## src/hw/pls_pkg.sv

```systemverilog
// Purpose: shared constants and types of the tuning synthesizer digital core
// Assumes: 100 MHz system clock, 75 kHz crystal arrives as a one-cycle tick
// Notes: channel codes select the internal ports of the first in/out group
package pls_pkg;
  localparam int CLK_PERIOD_NS = 10;
  // phase-error bin step and half step, in ns
  localparam int PHASE_STEP_NS = 13300;
  localparam int PHASE_HALF_NS = 6660;
  localparam int PHASE_STEP_CYC = PHASE_STEP_NS / CLK_PERIOD_NS;
  localparam int PHASE_HALF_CYC = PHASE_HALF_NS / CLK_PERIOD_NS;

  localparam logic [3:0] CH_MODE = 4'h0;
  localparam logic [3:0] CH_NSEL = 4'h1;
  localparam logic [3:0] CH_NDATA = 4'h2;
  localparam logic [3:0] CH_REF = 4'h3;
  localparam logic [3:0] CH_PRE = 4'h4;
  localparam logic [3:0] CH_DO1 = 4'h7;
  localparam logic [3:0] CH_LOCK = 4'h8;

  localparam logic [1:0] NSEL_TOP = 2'h3;
  localparam logic [15:0] DIV_MIN = 16'h0210;
  localparam logic [15:0] DIV_MAX = 16'hFFFF;
  localparam logic [15:0] DIV_RST = 16'h0000;

  localparam logic [3:0] REF_OFF = 4'hF;
  localparam logic [3:0] REF_RST = 4'hF;
  // crystal ticks per reference period for codes 0..6
  localparam logic [6:0] REF_DIV_1K = 7'h4B;
  localparam logic [6:0] REF_DIV_3K = 7'h19;
  localparam logic [6:0] REF_DIV_3K125 = 7'h18;
  localparam logic [6:0] REF_DIV_5K = 7'h0F;
  localparam logic [6:0] REF_DIV_6K25 = 7'h0C;
  localparam logic [6:0] REF_DIV_12K5 = 7'h06;
  localparam logic [6:0] REF_DIV_25K = 7'h03;

  localparam logic [1:0] PRE_NONE = 2'h0;
  localparam logic [1:0] PRE_DIV4 = 2'h1;
  localparam logic [1:0] PRE_DIV8 = 2'h2;

  typedef struct packed {
    logic if_dn;
    logic if_up;
    logic swallow;
  } pls_mode_s;

  typedef struct packed {
    logic hiz;
    logic level;
    logic gen_out;
  } pls_do1_s;

  localparam pls_mode_s MODE_RST = 3'h0;
  localparam pls_do1_s DO1_RST = 3'h0;

  function automatic logic [6:0] pls_ref_div(input logic [3:0] sel);
    case (sel)
      4'h0: pls_ref_div = REF_DIV_1K;
      4'h1: pls_ref_div = REF_DIV_3K;
      4'h2: pls_ref_div = REF_DIV_3K125;
      4'h3: pls_ref_div = REF_DIV_5K;
      4'h4: pls_ref_div = REF_DIV_6K25;
      4'h5: pls_ref_div = REF_DIV_12K5;
      4'h6: pls_ref_div = REF_DIV_25K;
      default: pls_ref_div = REF_DIV_1K;
    endcase
  endfunction : pls_ref_div
endpackage : pls_pkg

```

## src/hw/pls_synth.sv

```systemverilog
// Purpose: programmable divider, reference divider, phase outputs and lock flags
// Assumes: xtal_tick pulses once per 75 kHz period; band inputs are sampled levels
// Notes: ports are reached by io_wr/io_rd with a channel code, one nibble each
`timescale 1ns/1ns

// Functional notes
// swallow division number is 16 bits, software keeps it in 210H..FFFFH
// direct mode counts 12 bits; low four bits ignored, bit four is lsb
// programmed value used without offset; predivider scales it by 4 or 8
// swallow divider is 4-bit swallow counter steering prescaler, then 12-bit counter
// divide-by-four ahead in FM band, divide-by-eight in VHF/TV band
// unselected band input pulled down; both pulled down while PLL is off
// seven reference frequencies divided from the crystal clock
// all-ones reference code turns PLL off and halts counters
// software writes reference select on channel three
// comparator drives phase difference on two tri-state outputs
// primary output may be a general output or forced to high impedance
// sticky unlock flag set when phase misaligned at half reference period
// writing one to lock clear clears unlock flag and valid bit
// valid only after a full reference cycle; software checks before reading
// 3-bit phase bin in 13.3 us steps, top bit reads zero
// phase bin updated continuously within plus/minus half reference period
// at 25 and 12.5 kHz bin cannot resolve beyond half a period
// software uses channels seven and eight for output control and status
// PLL off floats both outputs except primary used as general output
// whole division number takes effect when top nibble written at select three
// nibble select advances by one on every data port access
// mode bit zero picks direct from low band, one picks swallow high band
// swallow mode offsets division by plus or minus one; both set inhibited
// each reference frequency has a distinct code; all ones is off
// output high when divider lags, low when it leads, else floating
module pls_synth
  import pls_pkg::*;
(
  input wire logic clk,
  input wire logic rst_n,
  input wire logic xtal_tick,
  input wire logic low_band_input,
  input wire logic high_band_input,
  input wire logic io_wr,
  input wire logic io_rd,
  input wire logic [3:0] io_chan,
  input wire logic [3:0] io_wdata,
  output logic [3:0] io_rdata,
  output logic prescaler_mod_ctrl,
  output logic low_band_pulldown,
  output logic high_band_pulldown,
  output logic phase_out_primary_o,
  output logic phase_out_primary_oe,
  output logic phase_out_secondary_o,
  output logic phase_out_secondary_oe
);
  pls_mode_s mode_q;
  pls_do1_s do1_q;
  logic [1:0] nsel_q;
  logic [3:0] stage_q [4];
  logic [15:0] div_n_q;
  logic [3:0] ref_sel_q;
  logic [1:0] pre_q;
  logic pll_off;
  logic wr_ndata;
  logic acc_ndata;
  logic lock_clr;

  assign pll_off = (ref_sel_q == REF_OFF);
  assign wr_ndata = io_wr && (io_chan == CH_NDATA);
  assign acc_ndata = (io_wr || io_rd) && (io_chan == CH_NDATA);
  assign lock_clr = io_wr && (io_chan == CH_LOCK) && io_wdata[0];

  // control ports written by the output instruction group
  always_ff @(posedge clk or negedge rst_n)
  begin
    if (!rst_n)
    begin
      mode_q <= MODE_RST;
      ref_sel_q <= REF_RST;
      pre_q <= PRE_NONE;
      do1_q <= DO1_RST;
    end
    else if (io_wr)
    begin
      case (io_chan)
        CH_MODE: mode_q <= io_wdata[2:0];
        CH_REF: ref_sel_q <= io_wdata;
        CH_PRE: pre_q <= io_wdata[1:0];
        CH_DO1: do1_q <= io_wdata[2:0];
        default: ;
      endcase
    end
  end

  // nibbles are staged; the top nibble commits all sixteen bits at once
  always_ff @(posedge clk or negedge rst_n)
  begin
    if (!rst_n)
    begin
      nsel_q <= 2'h0;
      div_n_q <= DIV_RST;
      for (int i = 0; i < 4; i++)
        stage_q[i] <= 4'h0;
    end
    else
    begin
      if (io_wr && io_chan == CH_NSEL)
        nsel_q <= io_wdata[1:0];
      else if (acc_ndata)
        nsel_q <= nsel_q + 2'h1;
      if (wr_ndata)
        stage_q[nsel_q] <= io_wdata;
      if (wr_ndata && nsel_q == NSEL_TOP)
        div_n_q <= {io_wdata, stage_q[2], stage_q[1], stage_q[0]};
    end
  end

  // reference divider from crystal ticks; half point drives the lock check
  logic [6:0] ref_div;
  logic [6:0] ref_cnt_q;
  logic ref_pulse_q;
  logic half_pulse_q;

  assign ref_div = pls_ref_div(ref_sel_q);

  always_ff @(posedge clk or negedge rst_n)
  begin
    if (!rst_n)
    begin
      ref_cnt_q <= 7'h0;
      ref_pulse_q <= 1'b0;
      half_pulse_q <= 1'b0;
    end
    else if (pll_off)
    begin
      ref_cnt_q <= 7'h0;
      ref_pulse_q <= 1'b0;
      half_pulse_q <= 1'b0;
    end
    else
    begin
      ref_pulse_q <= xtal_tick && (ref_cnt_q == ref_div - 7'h1);
      half_pulse_q <= xtal_tick && (ref_cnt_q == {1'b0, ref_div[6:1]});
      if (xtal_tick)
        ref_cnt_q <= (ref_cnt_q >= ref_div - 7'h1) ? 7'h0 : ref_cnt_q + 7'h1;
    end
  end

  // band input edges; the predivider sits ahead of the swallow section
  logic low_prev_q;
  logic high_prev_q;
  logic [2:0] pre_cnt_q;
  logic low_edge;
  logic high_edge;
  logic pre_hit;
  logic [2:0] pre_top;

  assign low_edge = low_band_input && !low_prev_q;
  assign high_edge = high_band_input && !high_prev_q;
  assign pre_top = (pre_q == PRE_DIV8) ? 3'h7 : (pre_q == PRE_DIV4) ? 3'h3 : 3'h0;
  assign pre_hit = high_edge && (pre_cnt_q == pre_top);

  always_ff @(posedge clk or negedge rst_n)
  begin
    if (!rst_n)
    begin
      low_prev_q <= 1'b0;
      high_prev_q <= 1'b0;
      pre_cnt_q <= 3'h0;
    end
    else
    begin
      low_prev_q <= low_band_input;
      high_prev_q <= high_band_input;
      if (pll_off || !mode_q.swallow)
        pre_cnt_q <= 3'h0;
      else if (high_edge)
        pre_cnt_q <= pre_hit ? 3'h0 : pre_cnt_q + 3'h1;
    end
  end

  // division number with the IF offset; both offset bits set means none
  logic [15:0] n_eff;
  logic [11:0] main_load;
  logic [3:0] swl_load;
  logic cnt_pulse;

  always_comb
  begin
    n_eff = div_n_q;
    if (mode_q.if_up && !mode_q.if_dn)
      n_eff = div_n_q + 16'h1;
    else if (mode_q.if_dn && !mode_q.if_up)
      n_eff = div_n_q - 16'h1;
    if (!mode_q.swallow)
    begin
      main_load = div_n_q[15:4];
      swl_load = 4'h0;
    end
    else
    begin
      main_load = n_eff[15:4];
      swl_load = n_eff[3:0];
    end
    cnt_pulse = mode_q.swallow ? pre_hit : low_edge;
  end

  logic [11:0] main_cnt_q;
  logic [3:0] swl_cnt_q;
  logic div_pulse_q;

  always_ff @(posedge clk or negedge rst_n)
  begin
    if (!rst_n)
    begin
      main_cnt_q <= 12'h0;
      swl_cnt_q <= 4'h0;
      div_pulse_q <= 1'b0;
    end
    else if (pll_off)
    begin
      main_cnt_q <= main_load;
      swl_cnt_q <= swl_load;
      div_pulse_q <= 1'b0;
    end
    else
    begin
      div_pulse_q <= cnt_pulse && (main_cnt_q <= 12'h1);
      if (cnt_pulse)
      begin
        if (main_cnt_q <= 12'h1)
        begin
          main_cnt_q <= main_load;
          swl_cnt_q <= swl_load;
        end
        else
        begin
          main_cnt_q <= main_cnt_q - 12'h1;
          if (swl_cnt_q != 4'h0)
            swl_cnt_q <= swl_cnt_q - 4'h1;
        end
      end
    end
  end

  logic up;
  logic dn;
  logic [2:0] bin;

  pls_phase_det u_det (
    .clk(clk),
    .rst_n(rst_n),
    .run(!pll_off),
    .ref_pulse(ref_pulse_q),
    .div_pulse(div_pulse_q),
    .up_q(up),
    .dn_q(dn),
    .bin_q(bin)
  );

  // unlock is sticky; a set in the clearing cycle wins over the clear
  logic unlock_q;
  logic valid_q;
  logic seen_q;
  logic unlock_set;

  assign unlock_set = half_pulse_q && (up || dn);

  always_ff @(posedge clk or negedge rst_n)
  begin
    if (!rst_n)
      unlock_q <= 1'b0;
    else if (unlock_set)
      unlock_q <= 1'b1;
    else if (lock_clr)
      unlock_q <= 1'b0;
  end

  // two reference edges after the clear guarantee one whole period
  always_ff @(posedge clk or negedge rst_n)
  begin
    if (!rst_n)
    begin
      valid_q <= 1'b0;
      seen_q <= 1'b0;
    end
    else if (lock_clr)
    begin
      valid_q <= 1'b0;
      seen_q <= 1'b0;
    end
    else if (ref_pulse_q)
    begin
      seen_q <= 1'b1;
      if (seen_q)
        valid_q <= 1'b1;
    end
  end

  // tri-state drivers and pull-downs, all registered
  always_ff @(posedge clk or negedge rst_n)
  begin
    if (!rst_n)
    begin
      phase_out_primary_o <= 1'b0;
      phase_out_primary_oe <= 1'b0;
      phase_out_secondary_o <= 1'b0;
      phase_out_secondary_oe <= 1'b0;
      low_band_pulldown <= 1'b1;
      high_band_pulldown <= 1'b1;
      prescaler_mod_ctrl <= 1'b0;
    end
    else
    begin
      if (do1_q.gen_out)
      begin
        phase_out_primary_o <= do1_q.level;
        phase_out_primary_oe <= 1'b1;
      end
      else
      begin
        phase_out_primary_o <= up;
        phase_out_primary_oe <= (up || dn) && !do1_q.hiz && !pll_off;
      end
      phase_out_secondary_o <= up;
      phase_out_secondary_oe <= (up || dn) && !pll_off;
      low_band_pulldown <= pll_off || mode_q.swallow;
      high_band_pulldown <= pll_off || !mode_q.swallow;
      prescaler_mod_ctrl <= mode_q.swallow && (swl_cnt_q != 4'h0);
    end
  end

  // readback through the input instruction group
  always_ff @(posedge clk or negedge rst_n)
  begin
    if (!rst_n)
      io_rdata <= 4'h0;
    else if (io_rd)
    begin
      case (io_chan)
        CH_MODE: io_rdata <= {1'b0, mode_q};
        CH_NSEL: io_rdata <= {2'h0, nsel_q};
        CH_NDATA: io_rdata <= stage_q[nsel_q];
        CH_REF: io_rdata <= ref_sel_q;
        CH_PRE: io_rdata <= {2'h0, pre_q};
        CH_DO1: io_rdata <= {2'h0, valid_q, unlock_q};
        CH_LOCK: io_rdata <= {1'b0, bin};
        default: io_rdata <= 4'h0;
      endcase
    end
  end

  a_nibble_commit: assert property (@(posedge clk) disable iff (!rst_n)
    wr_ndata && nsel_q == NSEL_TOP |=>
    div_n_q == {$past(io_wdata), stage_q[2], stage_q[1], stage_q[0]})
    else $error("top nibble write did not commit division number");
  a_nibble_hold: assert property (@(posedge clk) disable iff (!rst_n)
    wr_ndata && nsel_q != NSEL_TOP |=> $stable(div_n_q))
    else $error("division number changed before top nibble");
  a_select_step: assert property (@(posedge clk) disable iff (!rst_n)
    acc_ndata |=> nsel_q == $past(nsel_q) + 2'h1)
    else $error("nibble select did not advance");
  a_off_float: assert property (@(posedge clk) disable iff (!rst_n)
    pll_off && !do1_q.gen_out |=> !phase_out_primary_oe && !phase_out_secondary_oe)
    else $error("phase output driven while PLL off");
  a_gen_out_drive: assert property (@(posedge clk) disable iff (!rst_n)
    do1_q.gen_out |=> phase_out_primary_oe && phase_out_primary_o == $past(do1_q.level))
    else $error("general output level not driven");
  a_off_pulldown: assert property (@(posedge clk) disable iff (!rst_n)
    pll_off |=> low_band_pulldown && high_band_pulldown)
    else $error("band inputs not pulled down while off");
  a_unlock_sticky: assert property (@(posedge clk) disable iff (!rst_n)
    unlock_set ##1 !lock_clr [*2] |=> unlock_q)
    else $error("unlock flag lost");
  a_clear_valid: assert property (@(posedge clk) disable iff (!rst_n)
    lock_clr |=> !valid_q ##1 !valid_q)
    else $error("valid bit survived the clear");
  a_valid_wait: assert property (@(posedge clk) disable iff (!rst_n)
    $rose(valid_q) |-> $past(ref_pulse_q) && $past(seen_q))
    else $error("valid set before a full reference cycle");
  a_bin_top_zero: assert property (@(posedge clk) disable iff (!rst_n)
    io_rd && io_chan == CH_LOCK |=> io_rdata[3] == 1'b0)
    else $error("phase bin top bit not zero");
  a_off_halts: assert property (@(posedge clk) disable iff (!rst_n)
    pll_off [*2] |-> !ref_pulse_q && !div_pulse_q)
    else $error("counter ran while PLL off");

  c_commit: cover property (@(posedge clk) disable iff (!rst_n)
    wr_ndata && nsel_q == NSEL_TOP);
  c_unlock: cover property (@(posedge clk) disable iff (!rst_n) $rose(unlock_q));
  c_valid: cover property (@(posedge clk) disable iff (!rst_n) $rose(valid_q));
  c_bin_far: cover property (@(posedge clk) disable iff (!rst_n) bin == 3'h7);
endmodule : pls_synth

```

## src/hw/pls_phase_det.sv

```systemverilog
// Purpose: phase-frequency detector with phase-error bin measurement
// Assumes: ref_pulse and div_pulse are one-cycle pulses on clk
// Notes: bin is taken when each error pulse ends; aligned edges give bin 0
`timescale 1ns/1ns
module pls_phase_det
  import pls_pkg::*;
#(
  parameter int STEP_CYC = PHASE_STEP_CYC,
  parameter int HALF_CYC = PHASE_HALF_CYC
)(
  input wire logic clk,
  input wire logic rst_n,
  input wire logic run,
  input wire logic ref_pulse,
  input wire logic div_pulse,
  output logic up_q,
  output logic dn_q,
  output logic [2:0] bin_q
);
  localparam int SW = $clog2(STEP_CYC + 1);
  logic up_d;
  logic dn_d;
  logic meas_q;
  logic [SW-1:0] sub_q;
  logic [2:0] acc_q;

  assign up_d = up_q | ref_pulse;
  assign dn_d = dn_q | div_pulse;

  // ref first: divider lags; divider first: divider leads
  always_ff @(posedge clk or negedge rst_n)
  begin
    if (!rst_n)
    begin
      up_q <= 1'b0;
      dn_q <= 1'b0;
    end
    else if (!run || (up_d && dn_d))
    begin
      up_q <= 1'b0;
      dn_q <= 1'b0;
    end
    else
    begin
      up_q <= up_d;
      dn_q <= dn_d;
    end
  end

  // negative side starts at bin 1, positive side is offset by half a step
  always_ff @(posedge clk or negedge rst_n)
  begin
    if (!rst_n)
    begin
      meas_q <= 1'b0;
      sub_q <= '0;
      acc_q <= 3'h0;
      bin_q <= 3'h0;
    end
    else if (!run)
    begin
      meas_q <= 1'b0;
    end
    else if (!meas_q)
    begin
      if (ref_pulse && div_pulse)
        bin_q <= 3'h0;
      else if (ref_pulse || div_pulse)
      begin
        meas_q <= 1'b1;
        acc_q <= div_pulse ? 3'h1 : 3'h0;
        sub_q <= div_pulse ? '0 : SW'(STEP_CYC - HALF_CYC);
      end
    end
    else if (up_d && dn_d)
    begin
      meas_q <= 1'b0;
      bin_q <= acc_q;
    end
    else if (sub_q == SW'(STEP_CYC - 1))
    begin
      sub_q <= '0;
      if (acc_q != 3'h7)
        acc_q <= acc_q + 3'h1;
    end
    else
      sub_q <= sub_q + SW'(1);
  end

  a_bin_zero_aligned: assert property (@(posedge clk) disable iff (!rst_n)
    run && !meas_q && ref_pulse && div_pulse |=> bin_q == 3'h0)
    else $error("aligned edges did not give bin zero");
endmodule : pls_phase_det

```

## config.mk

```make
export PLATFORM = sky130hd
export DESIGN_NAME = pls_synth
export DESIGN_NICKNAME = d
export VERILOG_FILES = /design/src/hw/pls_pkg.sv /design/src/hw/pls_synth.sv /design/src/hw/pls_phase_det.sv
export SDC_FILE = /design/constraint.sdc
export NUM_CORES = 1
export LEC_CHECK = 0
export ABC_AREA = 1
export BUFFER_PORTS_ARGS = -buffer_cell sky130_fd_sc_hd__buf_2
export CAP_MARGIN = 20
export CORE_ASPECT_RATIO = 1.2
export CORE_MARGIN = 2
export CORE_UTILIZATION = 56
export DETAILED_ROUTE_END_ITERATION = 10
export GPL_ROUTABILITY_DRIVEN = 0
export HOLD_SLACK_MARGIN = 0.03
export MAX_ROUTING_LAYER = met4
export PLACE_DENSITY = 0.84
export SLEW_MARGIN = 25
export SYNTH_ARGS = -nofsm -noshare
export SYNTH_HDL_FRONTEND = slang
export SYNTH_SLANG_ARGS = --single-unit
```

## constraint.sdc

```tcl
create_clock -name clk -period 2.55 [get_ports clk]
set_input_delay 0.3825 -clock clk [delete_from_list [all_inputs] [get_ports clk]]
set_output_delay 0.3825 -clock clk [all_outputs]
set_load 0.02 [all_outputs]
```

### Yosys cells after proc, flatten, opt, wreduce, memory -nomap -nowiden

Cells that the tools add are included.
Widths: inputs -> output; s select.

* add/sub/neg operators: 10
* $mul: 0
* divide/modulo/power cells: 0
* $lt $le $gt $ge: 4
* eq/ne operators: 26
* shift operators: 0
* multiplexer cells: 65
* bitwise gates (word level): 4
* reduce and logical (&&, ||, !) cells: 56

Operator list (count)
* $mux 11: 5
* $mux 12: 4
* $pmux 7 s6: 1
* $mux 3: 13
* $mux 16: 2
* $mux 4: 8
* $pmux 4 s7: 1
* $logic_and 1x1->1: 22
* $mux 1: 21
* $mux 7: 3
* $eq 4x3->1 const B: 5
* $reduce_bool 2->1: 9
* $add 16x1->16 const B: 1
* $bwmux 16: 1
* $eq 4x2->1 const B: 4
* $sub 16x1->16 const B: 1
* $le 12x1->1 const B: 1
* $reduce_and 2->1: 6
* $sub 12x1->12 const B: 1
* $add 11x1->11 const B: 1
* $eq 11x11->1 const B: 1
* $mux 10: 1
* $bmux 4 s2: 1
* $demux 4 s2: 1
* other kinds (30): 51

* bits in registers: 111
* latch bits: 0
* memory bits (writable): 0
* bits in read-only memories: 0
* word-level logic and storage cells: 205
* memories kept: 0

### Longest topological paths before layout

Gate-level depths: netlist of the first run.

* depth in word-level cells: 8
* mapped depth: 20
* mapped depth without buffers: 20

### Hierarchy

Synthesis of the first run repeated with hierarchy kept, for this count alone.

* cell total of the unflattened synthesis: 895
* area total of the unflattened synthesis: 6593.8 um2

Modules (own cells, without submodules)
* pls_synth: instances 1, cells an instance 718, area each 5293.8 um2
* pls_phase_det: instances 1, cells an instance 177, area each 1300.0 um2

### Least setup slack after synthesis of the first run

Ideal clock, no wire load.

* path type: register to register
* start: reg ref_sel_q[2]
* end: reg ref_cnt_q[6]
* setup time: 0.066 ns
* arrival: 2.618 ns
* setup slack: -0.134 ns
* cell stages (with the launch flop): 20
* clock period less this slack: 2.684 ns
* path through: dfstp_2 inv_1 nor2_1 nand2_1 o21ai_2 inv_1 nand2_1 inv_1 nor2_1 ha_1 inv_1 nor2_1 nor2_1 ha_1 a21oi_1 o21a_1 nand3_1 nor3_1 nand2_1 nand2_1

* cells in the longest elaborated chain, start to end: 7
* elaborated cells on any way between the ends: 14
* those cells by class: add/sub (1); order compare (1); eq/ne (7); mux (4); reduce/logical (1)

Ends and longest elaborated chain
* start, declared: RTL line pls_synth.sv:58 `logic [3:0] ref_sel_q;`
* start signal, assigned: RTL line pls_synth.sv:84 `CH_REF: ref_sel_q <= io_wdata;`
* $eq 4x3->1, or another cell as far along: RTL line pls_pkg.sv:56 `case (sel)`
* $pmux 7 s6: RTL line pls_pkg.sv:56
* $sub 7x1->7: RTL line pls_synth.sv:142 `ref_cnt_q <= (ref_cnt_q >= ref_div - 7'h1) ? 7'h0 : ref_cnt_q + 7'h1;`
* $ge 7x7->1: RTL line pls_synth.sv:142
* $mux 7: RTL line pls_synth.sv:142
* $mux 7: RTL line pls_synth.sv:141 `if (xtal_tick)`
* $mux 7: RTL line pls_synth.sv:131 `else if (pll_off)`
* end signal, assigned: RTL line pls_synth.sv:142
* end, declared: RTL line pls_synth.sv:117 `logic [6:0] ref_cnt_q;`

Several ways; a longest one is shown, not always the timed one. The select of a mux whose other input is x is not followed.
A chain may end at the register's enable or synchronous reset.

### Worst setup path in the final report of the first run

* start: reg ref_sel_q[2]
* end: reg ref_cnt_q[1]

Same word-level chain as after synthesis.

==> flow_metrics.env, run 1 <==
export IMPL_drive_gt1_share_pct=13.8
export IMPL_area_delta_synth_final_pct=13.8
export IMPL_syn_inst=889
export IMPL_synth_seq_cells=107
export IMPL_met3_length_um=636
export IMPL_cts_sinks=107
export IMPL_initial_core_util_pct=56.9
export IMPL_first_iter_violations=337
export IMPL_synthDistinctLibCells=45
export IMPL_cts_tree="built"
export IMPL_clk_latency_ps=360
export IMPL_synth_area_um2=6520
export IMPL_ys_flop_type="dfrtp_1"
export IMPL_synth_area_leaders="dfrtp_1, nand2_1, inv_1"
export IMPL_wl_met1_um=6380
export IMPL_startpoint_type="register"
export IMPL_critical_path_endpoint_type="register"
export IMPL_place_area_um2=6930
export IMPL_syn_mean_instance_area_um2=7.34
export IMPL_drtAntennaViolNets=0
export IMPL_io_buffers=25
export IMPL_slew_headroom_pct=58.7
export IMPL_ioPinCount=26
export IMPL_intPower_mw=3.99
export IMPL_grt_first_pass_wirelength_um=26200
export IMPL_max_freq_mhz=359
export IMPL_dr_pass1_iters=5
export IMPL_drv_slew=0
export IMPL_nets=978
export IMPL_die_area_um2=12500
export IMPL_hp_class="primary input to register"
export IMPL_peakVddDrop_mv=0.579
export IMPL_skew_ps=6.61
export IMPL_maxCapViolCount=0
export IMPL_antenna_found_initial=0
export IMPL_grt_setup_unrepaired="true"
export IMPL_worstPathArrival_ps=3070
export IMPL_p_seq_share_pct=39.7
export IMPL_avgRoutedWirePerCell_um=14.0
export IMPL_core_um2=11500
export IMPL_rows=43
export IMPL_min_period_ps=2780
export IMPL_via_per_inst=5.52
export IMPL_crit_type="register to register"
export IMPL_dp_slack_ps=-304
export IMPL_grt_max_degree=78
export IMPL_cts_root_buf="clkbuf_16"
export IMPL_met2_length_um=7790
export IMPL_clk_pin_slew_ps=70
export IMPL_diodes=0
export IMPL_hpwl_um=11000
export IMPL_routed_wl_um=15400
export IMPL_numCtsBuffers=9
export IMPL_overflow=0
export IMPL_clockPowerShare_pct=21.6
export IMPL_rrSetupSlack_ps=-230
export IMPL_yosys_area_top_type_share_pct=38.7
export IMPL_highest_layer="met4"
export IMPL_post_route_period_util_pct=109
export IMPL_htreeDepth=3
export IMPL_final_hold_viol_count=0
export IMPL_yosysSeqAreaShare_pct=41.2
export IMPL_switchingPower_mw=2.76
export IMPL_die_w_um=103
export IMPL_drc_errors=0
export IMPL_grt_usage_pct=27.4
export IMPL_violations="setup timing"
export IMPL_cp_required_ps=2840
export IMPL_tightestPinTransition_ps=618
export IMPL_die_h_um=122
export IMPL_ys_warn_count=0
export IMPL_status="complete, but fails checks"
export IMPL_syn_nets=930
export IMPL_grt_pass1_vias=5816
export IMPL_p_leak_nw=3.67
export IMPL_finish_utilization_pct=64.8
export IMPL_vias=6065
export IMPL_powerDensity_nw_per_um2=908
export IMPL_finalInstanceArea_um2=7430
export IMPL_synthArstFlopShare_pct=100
export IMPL_path_max_fanout=7
export IMPL_combPwrFrac_pct=38.7
export IMPL_synth_area_leader_cell="dfrtp_1"
export IMPL_cts_max_path_buffers=2
export IMPL_finalSetupViolations=8
export IMPL_synth_edf_count=0
export IMPL_switching_share_pct=40.9
export IMPL_layout_setup_ws_ps=-235
per-stage QoR:
stage	hold slack, ps	setup TNS, ps	instances	total power [mW]
3_5_place_dp	350	-1830	1074	5.01
3_3_place_gp	345	-647	1074	4.91
6_report	150	-1380	1099	6.74
5_1_grt	153	-2180	1099	7.27
2_1_floorplan	86.9	-3.00	889	4.30
4_1_cts	146	-930	1094	6.62
flip-flops by register name (all words and copies together), names as in the netlist, 4 cells and up:
| signal | count |
|---|---|
| stage_q | 15 |
| div_n_q | 13 |
| main_cnt_q | 12 |
| u_det.sub_q | 11 |
| ref_cnt_q | 7 |
| io_rdata | 4 |
| ref_sel_q | 4 |
| swl_cnt_q | 4 |
power groups by stage:
stage | Clock [mW] | Sequential, mW | Combinational [mW]
floorplan | 0 | 2.58 | 1.72
global placement | 0 | 2.68 | 2.23
detailed placement | 0 | 2.69 | 2.33
CTS | 1.48 | 2.66 | 2.48
global route | 1.54 | 2.74 | 2.98
finish | 1.46 | 2.68 | 2.61
routing by layer:
layer	vias to the layer above	track usage, %
met1	2857	33.4
met5	-	-
met3	49	3.19
li1	2998	-
met4	0	13.9
met2	161	44.8
critical path, stage by stage (launching register included):
cell and delay [ps]:
dfstp_2 540, inv_2 50, nor2_4 100, nand2_2 90, o21ai_2 160, inv_2 70
nand2_4 110, inv_4 50, nor2_4 110, ha_4 140, inv_2 40, xor2_1 150
ha_1 330, a21oi_2 160, o21ai_2 80, nand4_1 130, nand3_4 150, buf_4 170
o21ai_2 90
synthesized netlist by cell type (4+ instances only):
cell,count
dfrtp_1,101
xor2_1,14
inv_1,113
buf_4,5
o21ai_2,7
nor2_1,91
nand4_1,11
o21ai_0,82
xnor2_1,5
clkbuf_1,4
nand2_2,7
a21oi_1,42
ha_1,26
o31ai_1,5
nand2_1,223
o21ai_1,5
dfstp_2,6
buf_2,6
nand3_1,80
nor3_1,13
o22ai_1,5
o211ai_1,6
logic make-up after synthesis:
family,count (synthesis),share of synthesized area (%)
AND/OR/NAND/NOR,438,28.8
XOR/XNOR,19,2.55
adder cells (fa/ha/maj),26,4.99
other,1,0.0575
AO/OA/AOI/OAI,165,14.2
buffers and inverters,133,8.21
flip-flops,107,41.2
path summary, 6_finish.rpt:
| kind | from | to | cells after the start |
|---|---|---|---|
| max | ref_sel_q[2]$_DFFE_PN1P_ | ref_cnt_q[1]$_DFFE_PN0P_ | 18 |
| min | low_band_input | low_prev_q$_DFF_PN0_ | 1 |
| max reg2reg | ref_sel_q[2]$_DFFE_PN1P_ | ref_cnt_q[1]$_DFFE_PN0P_ | 18 |
| min reg2reg | stage_q[9]$_DFFE_PN0P_ | stage_q[9]$_DFFE_PN0P_ | 2 |
| max in group asynchronous | rst_n | low_band_pulldown$_DFF_PN1_ | 3 |
| min in group asynchronous | rst_n | io_rdata[3]$_DFFE_PN0P_ | 2 |
cells in the final DEF (no fill, tap or decap), types with 4 or more instances in the layout:
master / netlist / final
nor3_1: 13 / 11
nand3_1: 80 / 76
clkbuf_16: 0 / 9
buf_4: 5 / 27
nor2_1: 91 / 85
nor2_2: 2 / 6
a21oi_1: 42 / 40
ha_1: 26 / 25
nand2_2: 7 / 9
o22ai_1: 5 / 5
buf_2: 6 / 24
o21ai_0: 82 / 79
nor2_4: 2 / 4
inv_1: 113 / 107
inv_2: 2 / 6
nand2_1: 223 / 220
xnor2_1: 5 / 5
dfstp_2: 6 / 6
xor2_1: 14 / 14
nand4_1: 11 / 11
o21ai_2: 7 / 10
o211ai_1: 6 / 6
o21ai_1: 5 / 5
dfrtp_1: 101 / 101
timing repair:
action                                  CTS  global route
setup buffers                             3             5
endpoints found under the hold margin    26             0
hold buffers                              1             0
pin swaps                                 8             8
endpoints found under the setup margin    8             8
resized for setup                        15            16
final cells by class:
cell class	instances	area, um2
flip-flops and latches	107	2690
clock buffers	10	239
repair buffers	53	353
multi-input cells	649	3440
clock inverters	6	71.3
inverters	117	447
well taps	157	196
fillers	961	4030
Note: power is estimated with default switching activity, not from simulation.
==> run 2: changes to the inputs <==
ABC_AREA = default   (was 1)
==> flow_metrics.env, run 2 <==
export IMPL_place_area_um2=6710
export IMPL_hpwl_um=10200
export IMPL_drv_slew=0
export IMPL_clk_pin_slew_ps=70
export IMPL_hp_class="primary input to register"
export IMPL_yosysSeqAreaShare_pct=42.4
export IMPL_numCtsBuffers=9
export IMPL_area_delta_synth_final_pct=13.6
export IMPL_grt_max_degree=60
export IMPL_yosys_area_top_type_share_pct=39.9
export IMPL_vias=5272
export IMPL_synth_area_leader_cell="dfrtp_1"
export IMPL_max_freq_mhz=381
export IMPL_final_hold_viol_count=0
export IMPL_post_route_period_util_pct=103
export IMPL_core_um2=11000
export IMPL_cts_root_buf="clkbuf_16"
export IMPL_ys_flop_type="dfrtp_1"
export IMPL_syn_mean_instance_area_um2=9.75
export IMPL_synth_compound_area_share_pct=15.3
export IMPL_overflow=0
export IMPL_synth_area_leaders="dfrtp_1, mux2_2, ha_1"
export IMPL_synthAdderAreaFrac_pct=5.13
export IMPL_peakVddDrop_mv=0.549
export IMPL_nets=735
export IMPL_critical_path_endpoint_type="register"
export IMPL_muxShareOfSynthArea_pct=10.1
export IMPL_routed_wl_um=15000
export IMPL_synth_seq_cells=107
export IMPL_avgRoutedWirePerCell_um=18.0
export IMPL_cts_tree="built"
export IMPL_initial_core_util_pct=57.4
export IMPL_antenna_found_initial=0
export IMPL_die_area_um2=12200
export IMPL_finalInstanceArea_um2=7200
export IMPL_crit_type="register to register"
export IMPL_dr_pass1_iters=5
export IMPL_synth_simple_area_share_pct=19.1
export IMPL_path_max_fanout=5
export IMPL_maxCapViolCount=0
export IMPL_final_common_cell="dfrtp_1"
export IMPL_yosysMostFrequentCell="dfrtp_1"
export IMPL_largest_reg_flops=15
export IMPL_syn_inst=650
export IMPL_synth_edf_count=0
export IMPL_ioPinCount=26
export IMPL_synth_top_family_by_area="simple AND/OR/NAND/NOR gates"
export IMPL_top_register="stage_q"
export IMPL_grt_usage_pct=26.5
export IMPL_die_h_um=121
export IMPL_min_period_ps=2630
export IMPL_htreeDepth=3
export IMPL_drive_gt1_share_pct=23.5
export IMPL_mostFrequentLayoutCells="dfrtp_1, nand2_1, nor2_1"
export IMPL_instances_no_fill=831
export IMPL_synth_xor_area_share_pct=4.28
export IMPL_diodes=0
export IMPL_grt_first_pass_wirelength_um=25100
export IMPL_dpl_cell_count=803
export IMPL_synth_commonest_cells="dfrtp_1, nand2_1, nor2_1"
export IMPL_top_regs="stage_q: 15 flops, div_n_q: 13 flops, main_cnt_q: 12 flops"
export IMPL_p_leak_nw=3.21
export IMPL_die_w_um=101
export IMPL_slew_headroom_pct=66.2
export IMPL_grt_pass1_vias=5235
export IMPL_synthDistinctLibCells=66
export IMPL_worstPathArrival_ps=2900
export IMPL_ys_warn_count=0
export IMPL_finalSetupViolations=7
export IMPL_syn_nets=691
export IMPL_timing_hold_ws_ps=148
export IMPL_via_per_inst=6.34
export IMPL_first_iter_violations=488
export IMPL_io_buffers=25
export IMPL_drtAntennaViolNets=0
export IMPL_cp_required_ps=2820
export IMPL_drc_errors=0
export IMPL_grt_setup_unrepaired="true"
export IMPL_status="complete, but fails checks"
export IMPL_powerDensity_nw_per_um2=951
export IMPL_cts_sinks=107
export IMPL_synth_area_um2=6340
export IMPL_rows=42
export IMPL_tightestPinTransition_ps=502
export IMPL_finish_utilization_pct=65.2
export IMPL_skew_ps=7.19
export IMPL_synthArstFlopShare_pct=100
export IMPL_startpoint_type="register"
export IMPL_clk_latency_ps=350
export IMPL_cts_max_path_buffers=2
export IMPL_violations="setup timing"
export IMPL_layout_setup_ws_ps=-76.2
-- run 2: cell count changes after synthesis, moves of 10 or more --
| cell | change |
|---|---|
| a21oi_1 | -17 |
| a22o_1 | +10 |
| clkbuf_1 | +15 |
| inv_1 | -90 |
| mux2_2 | +40 |
| mux2i_1 | +10 |
| nand2_1 | -167 |
| nand2b_1 | +11 |
| nand3_1 | -66 |
| nor2_1 | -36 |
| nor4_1 | +11 |
| o21ai_0 | -34 |
| xnor2_1 | +14 |
-- run 2: per-stage QoR --
| step | setup WS, ps | power (mW) | setup TNS, ps |
|---|---|---|---|
| 2_1_floorplan | -41.0 | 4.47 | -44.9 |
| 3_3_place_gp | -8.42 | 5.02 | -8.42 |
| 3_5_place_dp | -90.9 | 5.19 | -505 |
| 4_1_cts | 13.0 | 6.69 | 0 |
| 5_1_grt | -232 | 7.29 | -1450 |
| 6_report | -76.2 | 6.85 | -402 |
-- run 2: layer usage --
| layer | share of wire (%) | vias to the layer above | global-route usage (%) | routed length [um] |
|---|---|---|---|---|
| li1 | - | 2455 | - | - |
| met4 | 3.2 | 0 | 10.2 | 478 |
| met1 | 43 | 2591 | 34.7 | 6460 |
| met5 | 0 | - | - | 0 |
| met2 | 49 | 177 | 41.7 | 7320 |
| met3 | 4.7 | 49 | 4.16 | 704 |
-- run 2: timing repair --
item / in CTS / in global routing
setup buffers: 8 / 3
hold buffers: 1 / 0
endpoints found under the hold margin: 22 / 0
gates resized for setup: 9 / 13
setup endpoints to repair: 7 / 19
pin swaps: 7 / 7
-- run 2: final timing paths --
kind / startpoint / end / slack (ps) / depth (start not counted)
max: ref_sel_q[1]$_DFFE_PN1P_ / ref_cnt_q[6]$_DFFE_PN0P_ / -80 / 13
max reg2reg: ref_sel_q[1]$_DFFE_PN1P_ / ref_cnt_q[6]$_DFFE_PN0P_ / -80 / 13
min in group asynchronous: rst_n / div_n_q[3]$_DFFE_PN0P_ / 480 / 2
min reg2reg: u_det.up_q$_DFF_PN0_ / phase_out_secondary_o$_DFF_PN0_ / 510 / 0
max in group asynchronous: rst_n / high_band_pulldown$_DFF_PN1_ / 1390 / 3
min: low_band_input / low_prev_q$_DFF_PN0_ / 150 / 1
-- run 2: cell type report --
class	count	area (um2)
inverters	23	86.3
clock inverters	7	60.1
flip-flops and latches	107	2690
fillers	796	3830
multi-input cells	490	3530
clock buffers	9	225
repair buffers	63	450
well taps	132	165
-- run 2: worst max-delay path: stages (launching register included) --
cell	delay, ps
dfstp_2	590
buf_6	120
nand2b_4	130
o21a_1	160
nor2_4	50
ha_4	170
buf_4	130
xnor2_1	130
ha_1	330
o21ai_1	80
a21o_1	170
a21oi_4	80
or2_4	270
o21ai_2	140
-- run 2: logic make-up after synthesis --
logic type / after synthesis
simple gates: 233
other cells: 1
xor+xnor: 31
compound gates: 145
buf+inv: 53
mux: 54
flops: 107
fa+ha+maj: 26
-- run 2: report_power, final --
| group | internal (mW) | switching [mW] |
|---|---|---|
| Combinational | 1.32 | 1.36 |
| Sequential | 2.20 | 0.632 |
| Clock | 0.680 | 0.659 |
